--- src/inc/ielr_pkg.sv ---
package ielr_pkg;

   localparam int ADDR_W = 5;
   localparam int DATA_W = 16;
   localparam int MEM_DEPTH = 32;

   // Interconnect register offsets (one 16-bit location each)
   localparam logic [4:0] OFS_ERR_LOG = 5'h00;
   localparam logic [4:0] OFS_DEV_TYPE = 5'h01;
   localparam logic [4:0] OFS_DEV_ID = 5'h02;
   localparam logic [4:0] OFS_LOGICAL_IDENTIFIER = 5'h04;
   localparam logic [4:0] OFS_PARTNER_ID = 5'h05;
   localparam logic [4:0] OFS_UNIT_STATE = 5'h06;
   localparam logic [4:0] OFS_DIAG_CTRL = 5'h07;
   localparam logic [4:0] OFS_TIMEOUT_LEN = 5'h08;
   localparam logic [4:0] OFS_MEM_BOUNDS = 5'h09;
   localparam logic [4:0] OFS_PROC_ID = 5'h0A;
   localparam logic [4:0] OFS_FAULT_DATA = 5'h0B;
   localparam logic [4:0] OFS_IPC_MSG = 5'h0C;
   localparam logic [4:0] OFS_INTERLEAVE = 5'h0D;
   localparam logic [4:0] OFS_ACTIVITY = 5'h1A;
   localparam logic [4:0] OFS_FAULT_CMD = 5'h1B;
   localparam logic [4:0] OFS_RPT_TEST_CMD = 5'h1C;
   localparam logic [4:0] OFS_BUS_SWAP_CMD = 5'h1D;
   localparam logic [4:0] OFS_DISCONN_CMD = 5'h1E;
   localparam logic [4:0] OFS_CONNECT_CMD = 5'h1F;

   // Processor-local byte addresses
   localparam logic [1:0] PL_PROC_ID = 2'h0;
   localparam logic [1:0] PL_IPC_MSG = 2'h2;

   // Error log field layout
   localparam int LOG_MOD_LSB = 10;
   localparam int LOG_BUS_LSB = 7;
   localparam int LOG_TYPE_LSB = 3;
   localparam int LOG_PERM_BIT = 2;
   localparam int LOG_CNT_LSB = 0;
   localparam logic [1:0] CNT_MAX = 2'h3;
   localparam logic [1:0] CNT_ONE = 2'h1;

   // Device type field layout and fixed values
   localparam int DT_BB_LSB = 11;
   localparam int DT_PPP_LSB = 8;
   localparam int DT_VV_LSB = 4;
   localparam int DT_F_BIT = 3;
   localparam int DT_DDD_LSB = 0;
   localparam logic [2:0] DT_DDD = 3'h1;
   localparam int ACD_PPP_LSB = 3;
   localparam int ACD_BB_LSB = 6;
   localparam int ACD_MOD_LSB = 8;
   localparam int DID_BUS_LSB = 6;

   typedef enum logic [3:0] {
      ET_TOGGLE = 4'h0,
      ET_DETACH = 4'h1,
      ET_ATTACH = 4'h2,
      ET_INTERCHANGE = 4'h3,
      ET_TEST_REPORT = 4'h4,
      ET_CORR_ECC = 4'h5,
      ET_UNCORR_ECC = 4'h6,
      ET_BUS_MOD_LOW = 4'h7,
      ET_BUS_PARITY = 4'h8,
      ET_MODULE = 4'h9,
      ET_NO_ERROR = 4'hA,
      ET_BUS_MOD_HIGH = 4'hB,
      ET_BUS_ARB = 4'hC,
      ET_UNSAFE_MOD = 4'hD,
      ET_MEL_PARITY = 4'hE,
      ET_BEL_PARITY = 4'hF
   } ielr_err_type;

endpackage : ielr_pkg

--- src/inc/ielr_mem_if.sv ---
`timescale 1ns/1ps
interface ielr_mem_if;
   import ielr_pkg::*;
   logic we;
   logic [ADDR_W-1:0] addr;
   logic [DATA_W-1:0] wdata;
   logic [DATA_W-1:0] rdata;
   modport ctrl (output we, output addr, output wdata, input rdata);
   modport store (input we, input addr, input wdata, output rdata);
endinterface : ielr_mem_if

--- src/rtl/ielr_regs.sv ---
`timescale 1ns/1ps
module ielr_regs
   import ielr_pkg::*;
#(
   parameter logic [1:0] DEV_VERSION = 2'h0 // Arbitrary version value
)
(
   input wire logic clk,
   input wire logic arst_n,
   input wire logic init_req,
   input wire logic [DATA_W-1:0] init_acd,
   input wire logic [2:0] init_bus_id,
   input wire logic ic_req,
   input wire logic ic_wr,
   input wire logic [ADDR_W-1:0] ic_addr,
   input wire logic [DATA_W-1:0] ic_wdata,
   output logic ic_ack,
   output logic [DATA_W-1:0] ic_rdata,
   input wire logic pl_req,
   input wire logic pl_wr,
   input wire logic [1:0] pl_addr,
   input wire logic [DATA_W-1:0] pl_wdata,
   output logic pl_ack,
   output logic [DATA_W-1:0] pl_rdata,
   input wire logic rpt_valid,
   input wire logic [5:0] rpt_module_id,
   input wire logic [2:0] rpt_bus_id,
   input wire ielr_err_type rpt_type,
   input wire logic rpt_permanent,
   output logic cmd_fault_test,
   output logic cmd_report_test,
   output logic cmd_bus_swap,
   output logic cmd_disconnect,
   output logic cmd_connect,
   output logic [1:0] report_count
);

   typedef struct packed {
      logic [5:0] log_mod;
      logic [2:0] log_bus;
      logic [3:0] log_type;
      logic log_perm;
      logic [1:0] log_cnt;
      logic [DATA_W-1:0] dev_type;
      logic [DATA_W-1:0] dev_id;
      logic p1_valid;
      logic p1_is_pl;
      logic [ADDR_W-1:0] p1_addr;
      logic ic_ack;
      logic [DATA_W-1:0] ic_rdata;
      logic pl_ack;
      logic [DATA_W-1:0] pl_rdata;
      logic cmd_fault_test;
      logic cmd_report_test;
      logic cmd_bus_swap;
      logic cmd_disconnect;
      logic cmd_connect;
   } ielr_state_type;

   ielr_state_type st_r;
   ielr_state_type st_nxt;

   ielr_mem_if mem ();

   ielr_reg_mem u_mem (
      .clk(clk),
      .arst_n(arst_n),
      .mem(mem.store)
   );

   ////////////////////////////////////////////////////////////////////////
   // Offsets backed by the storage array
   function automatic logic is_stored(input logic [ADDR_W-1:0] a);
      begin
         is_stored = (a >= OFS_LOGICAL_IDENTIFIER && a <= OFS_INTERLEAVE) ||
            (a == OFS_ACTIVITY);
      end
   endfunction : is_stored

   function automatic logic is_cmd(input logic [ADDR_W-1:0] a,
      input logic [ADDR_W-1:0] ofs);
      begin
         is_cmd = (a == ofs);
      end
   endfunction : is_cmd

   // One word view of the log, so every read sees a single snapshot
   function automatic logic [DATA_W-1:0] log_word(input ielr_state_type s);
      logic [DATA_W-1:0] w;
      begin
         w = '0;
         w[LOG_MOD_LSB +: 6] = s.log_mod;
         w[LOG_BUS_LSB +: 3] = s.log_bus;
         w[LOG_TYPE_LSB +: 4] = s.log_type;
         w[LOG_PERM_BIT] = s.log_perm;
         w[LOG_CNT_LSB +: 2] = s.log_cnt;
         log_word = w;
      end
   endfunction : log_word

   ////////////////////////////////////////////////////////////////////////
   // Port selection: interconnect access wins, local access is not taken while ic_req is high
   logic take_ic;
   logic take_pl;
   logic acc_wr;
   logic [ADDR_W-1:0] acc_addr;
   logic [DATA_W-1:0] acc_wdata;
   logic [ADDR_W-1:0] pl_ofs;
   logic [DATA_W-1:0] rd_word;

   always_comb
   begin
      take_ic = ic_req;
      take_pl = pl_req && !ic_req;
      pl_ofs = (pl_addr == PL_IPC_MSG) ? OFS_IPC_MSG : OFS_PROC_ID;
      acc_addr = take_ic ? ic_addr : pl_ofs;
      acc_wr = take_ic ? ic_wr : (take_pl && pl_wr);
      acc_wdata = take_ic ? ic_wdata : pl_wdata;
   end

   // Writes land only in storage locations; all else is dropped
   assign mem.we = (take_ic || take_pl) && acc_wr && is_stored(acc_addr);
   assign mem.addr = acc_addr;
   assign mem.wdata = acc_wdata;

   ////////////////////////////////////////////////////////////////////////
   // Read data for the access taken one cycle earlier
   always_comb
   begin
      rd_word = '0;
      if (is_stored(st_r.p1_addr))
      begin
         rd_word = mem.rdata;
      end
      else if (st_r.p1_addr == OFS_ERR_LOG)
      begin
         rd_word = log_word(st_r);
      end
      else if (st_r.p1_addr == OFS_DEV_TYPE)
      begin
         rd_word = st_r.dev_type;
      end
      else if (st_r.p1_addr == OFS_DEV_ID)
      begin
         rd_word = st_r.dev_id;
      end
   end

   ////////////////////////////////////////////////////////////////////////
   always_comb
   begin
      logic swap_now;
      logic clr_cnt;
      swap_now = take_ic && is_cmd(ic_addr, OFS_BUS_SWAP_CMD);
      clr_cnt = init_req || swap_now;
      st_nxt = st_r;

      // Access pipeline
      st_nxt.p1_valid = take_ic || take_pl;
      st_nxt.p1_is_pl = take_pl;
      st_nxt.p1_addr = acc_addr;
      st_nxt.ic_ack = st_r.p1_valid && !st_r.p1_is_pl;
      st_nxt.pl_ack = st_r.p1_valid && st_r.p1_is_pl;
      if (st_r.p1_valid && !st_r.p1_is_pl)
      begin
         st_nxt.ic_rdata = rd_word;
      end
      if (st_r.p1_valid && st_r.p1_is_pl)
      begin
         st_nxt.pl_rdata = rd_word;
      end

      // Command pulses on any access, read or write
      st_nxt.cmd_fault_test = take_ic && is_cmd(ic_addr, OFS_FAULT_CMD);
      st_nxt.cmd_report_test = take_ic &&
         is_cmd(ic_addr, OFS_RPT_TEST_CMD);
      st_nxt.cmd_bus_swap = swap_now;
      st_nxt.cmd_disconnect = take_ic && is_cmd(ic_addr, OFS_DISCONN_CMD);
      st_nxt.cmd_connect = take_ic && is_cmd(ic_addr, OFS_CONNECT_CMD);

      // Initialization: keep crash evidence, clear count and flag
      if (init_req)
      begin
         st_nxt.log_perm = 1'b0;
         st_nxt.dev_type = '0;
         st_nxt.dev_type[DT_BB_LSB +: 2] = init_acd[ACD_BB_LSB +: 2];
         st_nxt.dev_type[DT_PPP_LSB +: 3] = init_acd[ACD_PPP_LSB +: 3];
         st_nxt.dev_type[DT_VV_LSB +: 2] = DEV_VERSION;
         st_nxt.dev_type[DT_F_BIT] = 1'b1;
         st_nxt.dev_type[DT_DDD_LSB +: 3] = DT_DDD;
         st_nxt.dev_id = '0;
         st_nxt.dev_id[5:0] = init_acd[ACD_MOD_LSB +: 6];
         st_nxt.dev_id[DID_BUS_LSB +: 3] = init_bus_id;
      end
      if (clr_cnt)
      begin
         st_nxt.log_cnt = '0;
      end

      // Report logging; a report in a clearing cycle still counts
      if (rpt_valid)
      begin
         st_nxt.log_mod = rpt_module_id;
         st_nxt.log_bus = rpt_bus_id;
         st_nxt.log_type = rpt_type;
         st_nxt.log_perm = rpt_permanent;
         if (clr_cnt)
         begin
            st_nxt.log_cnt = CNT_ONE;
         end
         else if (st_r.log_cnt != CNT_MAX)
         begin
            st_nxt.log_cnt = st_r.log_cnt + CNT_ONE;
         end
         else
         begin
            st_nxt.log_cnt = CNT_MAX;
         end
      end
   end

   ////////////////////////////////////////////////////////////////////////
   always_ff @(posedge clk or negedge arst_n)
   begin
      if (!arst_n)
      begin
         st_r <= '0;
      end
      else
      begin
         st_r <= st_nxt;
      end
   end

   assign ic_ack = st_r.ic_ack;
   assign ic_rdata = st_r.ic_rdata;
   assign pl_ack = st_r.pl_ack;
   assign pl_rdata = st_r.pl_rdata;
   assign cmd_fault_test = st_r.cmd_fault_test;
   assign cmd_report_test = st_r.cmd_report_test;
   assign cmd_bus_swap = st_r.cmd_bus_swap;
   assign cmd_disconnect = st_r.cmd_disconnect;
   assign cmd_connect = st_r.cmd_connect;
   assign report_count = st_r.log_cnt;

endmodule : ielr_regs

--- src/rtl/ielr_reg_mem.sv ---
`timescale 1ns/1ps
module ielr_reg_mem
   import ielr_pkg::*;
(
   input wire logic clk,
   input wire logic arst_n,
   ielr_mem_if.store mem
);

   typedef struct packed {
      logic [DATA_W-1:0] rdata;
   } ielr_mem_st_type;

   logic [DATA_W-1:0] store_r [MEM_DEPTH];
   ielr_mem_st_type st_r;
   ielr_mem_st_type st_nxt;

   ////////////////////////////////////////////////////////////////////////
   // Array itself is not reset: it models plain storage cells
   always_ff @(posedge clk)
   begin
      if (mem.we)
      begin
         store_r[mem.addr] <= mem.wdata;
      end
   end

   always_comb
   begin
      st_nxt = st_r;
      st_nxt.rdata = store_r[mem.addr];
   end

   always_ff @(posedge clk or negedge arst_n)
   begin
      if (!arst_n)
      begin
         st_r <= '0;
      end
      else
      begin
         st_r <= st_nxt;
      end
   end

   assign mem.rdata = st_r.rdata;

endmodule : ielr_reg_mem

--- config.mk ---
export PLATFORM = sky130hd
export DESIGN_NAME = ielr_regs
export DESIGN_NICKNAME = d
export VERILOG_FILES = /design/src/inc/ielr_pkg.sv /design/src/inc/ielr_mem_if.sv /design/src/rtl/ielr_regs.sv /design/src/rtl/ielr_reg_mem.sv
export SDC_FILE = /design/constraint.sdc
export NUM_CORES = 1
export LEC_CHECK = 0
export BUFFER_PORTS_ARGS = -buffer_cell sky130_fd_sc_hd__buf_2
export CAP_MARGIN = 20
export CORE_MARGIN = 2
export CORE_UTILIZATION = 55
export CTS_BUF_LIST = sky130_fd_sc_hd__clkbuf_4 sky130_fd_sc_hd__clkbuf_8
export CTS_CLUSTER_DIAMETER = 120
export CTS_CLUSTER_SIZE = 16
export DETAILED_ROUTE_END_ITERATION = 16
export HOLD_SLACK_MARGIN = 0.08
export PLACE_DENSITY = 0.76
export SLEW_MARGIN = 15
export SYNTH_ARGS = -nofsm -noshare
export SYNTH_HDL_FRONTEND = slang
export SYNTH_SLANG_ARGS = --single-unit
--- constraint.sdc ---
create_clock -name clk -period 1.9 [get_ports clk]
set_clock_uncertainty 0.1 [all_clocks]
set_input_delay 0.19 -clock clk [delete_from_list [all_inputs] [get_ports clk]]
set_output_delay 0.19 -clock clk [all_outputs]
set_load 0.03 [all_outputs]
# Yosys cells after proc, flatten, opt, wreduce, memory -nomap -nowiden
# Memories as Yosys holds them, arrays and structs flattened. A register that Yosys moved wholly into a read port is not among the register bits.
# Index checks and enable logic that the tools add are counted.
[totals] register_bits=78 latch_bits=0 ramBits=512 mem_bits_ro=0 in_bits=80 mem_count=1
[memory_table] memory="u_mem.store_r" words=32 width=16 rd=1 rd_ports_with_merged_regs=1 write_ports=1 line="ielr_reg_mem.sv:14" text="logic [DATA_W-1:0] store_r [MEM_DEPTH];"
[op_classes] n_addsub=1 n_mul=0 div=0 n_lt_le_gt_ge=4 n_eq_ne=11 shift=0 muxes=15 n_bitwise=0 reduce_logical=23
[op_table] op="$mux W16" n=3
[op_table] op="$eq A5 B5 Y1 const B" n=7
[op_table] op="$logic_and A1 B1 Y1" n=13
[op_table] op="$mux W13" n=1
[op_table] op="$ge A5 B3 Y1 const B" n=2
[op_table] op="$le A5 B4 Y1 const B" n=2
[op_table] op="$mux W9" n=1
[op_table] op="$mux W2" n=3
[op_table] op="$mux W3" n=2
[op_table] op="$eq A5 B1 Y1 const B" n=1
[op_table] op="$eq A5 B2 Y1 const B" n=1
[op_table] op="$logic_not A5 Y1" n=1
[op_table] op="$mux W5" n=1
[op_table] op="$logic_or A1 B1 Y1" n=4
[op_table] op="$mux W1" n=4
[op_table] op="$reduce_bool A2 Y1" n=2
[op_table] op="$logic_not A1 Y1" n=3
[op_table] op="$add A2 B1 Y2 const B" n=1
[op_table] op="$eq A2 B2 Y1 const B" n=1
[op_table] op="$ne A2 B2 Y1 const B" n=1

# Longest topological paths before layout
[logic_depth] word_depth=9 ltp_mapped=9 ltp_nobuf=7

# Hierarchy
# From an unflattened synthesis, not the netlist that was laid out.
[unflattened] cells_unflattened=1432 hier_area_um2=24120.6
[modules_own_cells] module="ielr_reg_mem" n_inst=1 cells_per_inst=1086 area_each_um2=20173.1 seq_area_each_um2=15775.1
[modules_own_cells] module="ielr_regs" n_inst=1 cells_per_inst=346 area_each_um2=3947.5 seq_area_each_um2=1926.8

# Least setup slack after synthesis
# OpenSTA, ideal clock, no wires.
[synth_path] kind="input to register" startpoint="input port ic_addr[1]" endpoint="memory u_mem.store_r[26][0] (enable)" setup_time_ns=0.409 arrival_time_ns=2.252 required_ns=1.391 slack_ns=-0.862 path_stages=6 n_path_buf=4 path_cell_list="buf_6 > buf_2 > buf_2 > buf_2 > a21oi_1 > nor3_1"
[synth_between] elab_chain_len=7 elab_cells_between_ends=9 cone_classes="order compare (2); eq/ne (1); mux (3); reduce/logical (3)"
[synth_rtl] item="start, declared" line="ielr_regs.sv:15" text="input wire logic [ADDR_W-1:0] ic_addr,"
[synth_rtl] item="$mux W5 *" line="ielr_regs.sv:116" text="acc_addr = take_ic ? ic_addr : pl_ofs;"
[synth_rtl] item="$ge A5 B3 Y1 / $le A5 B4 Y1 (equally long branches)" line="ielr_regs.sv:75" text="is_stored = (a >= OFS_LOGICAL_IDENTIFIER && a <= OFS_INTERLEAVE) ||"
[synth_rtl] item="$logic_and A1 B1 Y1" line="ielr_regs.sv:75"
[synth_rtl] item="$logic_or A1 B1 Y1" line="ielr_regs.sv:75"
[synth_rtl] item="$logic_and A1 B1 Y1" line="ielr_regs.sv:122" text="assign mem.we = (take_ic || take_pl) && acc_wr && is_stored(acc_addr);"
[synth_rtl] item="$mux W1" line="ielr_reg_mem.sv:22" text="if (mem.we)"
[synth_rtl] item="$mux W1 (not written as such)" line="ielr_reg_mem.sv:24" text="store_r[mem.addr] <= mem.wdata;"
[synth_rtl] item="end, declared" line="ielr_reg_mem.sv:14"
# Every way passes the cells marked *; elsewhere a longest branch is shown, timed or not.

# Final worst setup path
[layout_path] startpoint="register st_r[41] (netlist bit)" endpoint="register st_r, in the netlist ic_rdata[5]"
[layout_between] elab_chain_len=5 elab_cells_between_ends=12 cone_classes="order compare (2); eq/ne (3); mux (4); reduce/logical (3)"
[layout_rtl] item="start, declared" line="ielr_regs.sv:60" text="ielr_state_type st_r;"
[layout_rtl] item="start signal, assigned" line="ielr_regs.sv:231" text="st_r <= st_nxt;"
[layout_rtl] item="$eq A5 B2 Y1" line="ielr_regs.sv:143" text="else if (st_r.p1_addr == OFS_DEV_ID)"
[layout_rtl] item="$mux W9" line="ielr_regs.sv:143"
[layout_rtl] item="$mux W13" line="ielr_regs.sv:139" text="else if (st_r.p1_addr == OFS_DEV_TYPE)"
[layout_rtl] item="$mux W16" line="ielr_regs.sv:135" text="else if (st_r.p1_addr == OFS_ERR_LOG)"
[layout_rtl] item="$mux W16 *" line="ielr_regs.sv:131" text="if (is_stored(st_r.p1_addr))"
# Marks and branches as above.
# A chain may end at the register's enable or synchronous reset.

==> impl_metrics.ini <==
[final_layout]
fin_nets = 2220
area_growth_pct = 23.2
antenna_cells = 0
drive_above_1_share_pct = 25.2
fill_cells = 2961

[sta]
setup_viol = 0
fmax_mhz = 532
fin_tns_setup_ns = 0
hold_slack_ns = 0.164
slew_headroom_pct = 58.6
tightest_slew_ns = 0.620
slew_viol_final = 0
finalCritPeriodShare_pct = 98.9
hold_violations = 0
post-route-min-period_ns = 1.88

[synthesis]
async_flop_share_pct = 15.4
synthTopCellsByArea = edfxtp_1 63%, dfrtp_1 9.5%, mux2i_1 5.0%
ys_ff_latch = 605
yosysUniqueCellTypes = 64
syn_avg_cell_area_um2 = 16.2
ys_seq_area_share_pct = 72.6
syn_inst = 1507
synth_top_cell_by_area = edfxtp_1
ys_warn_count = 0
synth_ff_type = edfxtp_1
syn_area_um2 = 24400
synth_top_area_share_pct = 63.1
synth_edf_count = 512

[cts]
clk_path_buf_depth = 3
htree_num_levels = 2
clk_pin_slew_ns = 0.10
clockRootBuffer = clkbuf_8
cts_sinks = 605
cts_tree = yes
cts_made_buffers = 43
clk-insertion-delay-late_ns = 0.62

[detailed_routing]
vias = 15300
wire_per_inst_um = 20.7
dr.pass1.iters = 7
drc = 0
met1_length_mm = 23.1
vias_per_cell = 5.53
ant_nets = 0
drt_iter0_markers = 1776
routed_wl_mm = 57.4
dr_wl_met2_mm = 28.1
dr_wl_met3_mm = 4.38
top_layer = met5

[die]
chipHeight_um = 215
rows = 77
initial_utilization_pct = 55.4
die_w_um = 215
coreArea_um2 = 44000
io_pins = 121
die_area_um2 = 46000

[critical_path]
cp_slowest_cell = dfrtp_2
r2r_slack_ns = 0.02
crit_arrival_ns = 2.29
max_stage_delay_ns = 0.48
cp_max_fo = 6
endpoint_kind = flip-flop
crit_chain = or3_4 -> nor3_4 -> buf_6 -> buf_4 -> a222oi_1 -> o21ai_0
worst-path-buf-inv = 2
path_delay_family = simple AND/OR/NAND/NOR gates
cp.required_ns = 2.31
crit_type = reg2reg
startpoint_type = flip-flop

[run]
maxCapViolations = 0

[placement]
io_buffers = 115
dp_hpwl_mm = 37.4
finalWeightedCongestion = 0.880

[outcome]
status = finished clean

[power]
p_comb_share_pct = 12.6
power.net_switching_mw = 6.23
ir_worst_vdd_v = 0.000417
p_leak_nw = 11.7
power_density_nw_per_um2 = 867
power.internal_mw = 19.8
switching_share_pct = 24.0
p_seq_share_pct = 61.2
clockPowerShare_pct = 26.2

[grt]
grt_pass1_vias = 15600
grt.total_usage_pct = 24.6
grt_antenna_before_repair = 1
grt_overflow = 0
grt_max_degree = 47
grt_pass1_wl_mm = 86.7

[worst_hold_path]
hp-class = in2reg
==> cells by family after synthesis <==
logic type | Yosys count | share of synthesized area [%]
other | 1 | 0.0154
and+or+nand+nor | 220 | 4.43
buffers and inverters | 135 | 3.09
muxes | 231 | 10.8
DFF | 605 | 72.6
AOI/OAI and AO/OA | 315 | 9.01
==> sequential cells by signal, summed over array words and instances (netlist names), 2 cells and up <==
signal           flops
u_mem.store_r      512
st_r                36
ic_rdata            16
pl_rdata            16
u_mem.mem.rdata     16
report_count         2
==> worst register-to-register path, delay by kind of cell, from the launching register on <==
family / cells / cell delay (ns)
flops: 1 / 0.48
compound gates: 2 / 0.30
simple gates: 2 / 0.60
buf+inv: 2 / 0.30
==> stage by stage <==
| step | utilization, % | std cells | worst slack (ns) | area (µm²) | power (mW) |
|---|---|---|---|---|---|
| 3_5_place_dp | 63.9 | 2589 | -0.416 | 28100 | 19.2 |
| 3_3_place_gp | 63.9 | 2589 | -0.393 | 28100 | 19.0 |
| 6_report | 68.2 | 2766 | 0.0207 | 30000 | 26.0 |
| 2_1_floorplan | - | 1842 | -0.310 | 25800 | 18.1 |
| 4_1_cts | 67.9 | 2757 | 0.0444 | 29900 | 26.0 |
| 5_1_grt | 68.2 | 2766 | -0.0560 | 30000 | 26.9 |
==> layout make-up <==
| type | count | area, µm² | area share (%) |
|---|---|---|---|
| Sequential cell | 605 | 17700 | 59.0 |
| Inverter | 7 | 26.3 | 0.0875 |
| Timing Repair Buffer | 380 | 3350 | 11.1 |
| Clock inverter | 1 | 5.00 | 0.0167 |
| Tap cell | 592 | 741 | 2.47 |
| Multi-Input combinational cell | 1103 | 7330 | 24.4 |
| Clock buffer | 78 | 867 | 2.89 |
==> what timing repair did <==
item	CTS	global route
setup buffers	1	7
pin swaps	2	5
endpoints found under the setup margin	9	14
endpoints found under the hold margin	481	0
hold buffers	88	0
gates resized for setup	1	10
cloned	0	2
==> metal layers <==
metal | vias up | track usage [%]
met2 | 716 | 42.0
li1 | 6799 | -
met5 | - | 0
met1 | 7651 | 33.2
met3 | 138 | 3.22
met4 | 2 | 7.96
==> final timing paths <==
kind | endpoint | startpoint | cells after the start
max reg2reg | ic_rdata[5] | st_r[41] | 6
min reg2reg | ic_rdata[13] | ic_rdata[13] | 2
max | ic_rdata[5] | st_r[41] | 6
max in group asynchronous | u_mem.mem.rdata[3] | arst_n | 4
min in group asynchronous | ic_rdata[11] | arst_n | 4
min | st_r[39] | ic_addr[0] | 5
==> cell usage after synthesis, types with 21 or more instances <==
library cell and number:
edfxtp_1 512, mux2i_1 121, dfrtp_1 93, mux2_2 93, a21oi_1 82, nand2_1 78, nor2_1 51, buf_2 47
buf_4 46, o22ai_1 44, o21ai_0 39, clkbuf_1 30, o221a_2 24, and3_1 21
==> power groups by stage <==
stage	Combinational, mW	Sequential (mW)	Clock, mW
floorplan	2.02	16.1	0
global placement	2.91	16.1	0
detailed placement	2.99	16.2	0
CTS	3.19	15.9	6.94
global route	3.53	16.0	7.39
finish	3.29	15.9	6.81
==> cell usage in the layout, fill, tap and decap left out, types with 6 or more instances in the layout <==
master	Yosys	final
a222oi_1	10	10
o32ai_1	6	6
nor2_1	51	44
o221ai_1	10	10
buf_2	47	113
a2bb2oi_1	7	7
mux4_2	17	17
nor2b_1	8	7
buf_12	0	44
a211o_1	8	8
dlygate4sd3_1	0	87
nand2b_1	9	8
mux2_2	93	93
o21ai_0	39	39
buf_4	46	134
a32o_1	8	8
clkbuf_4	0	33
a22oi_1	16	16
o22ai_1	44	44
o31ai_1	16	16
nor3b_1	6	6
edfxtp_1	512	512
and3_1	21	20
nor2_4	0	12
dfrtp_1	93	91
nand4b_1	6	6
mux2i_1	121	121
o221a_2	24	24
a21oi_1	82	81
conb_1	1	336
nand2_1	78	77
clkbuf_8	0	45
a21boi_0	17	17
(Power assumes the default switching activity.)
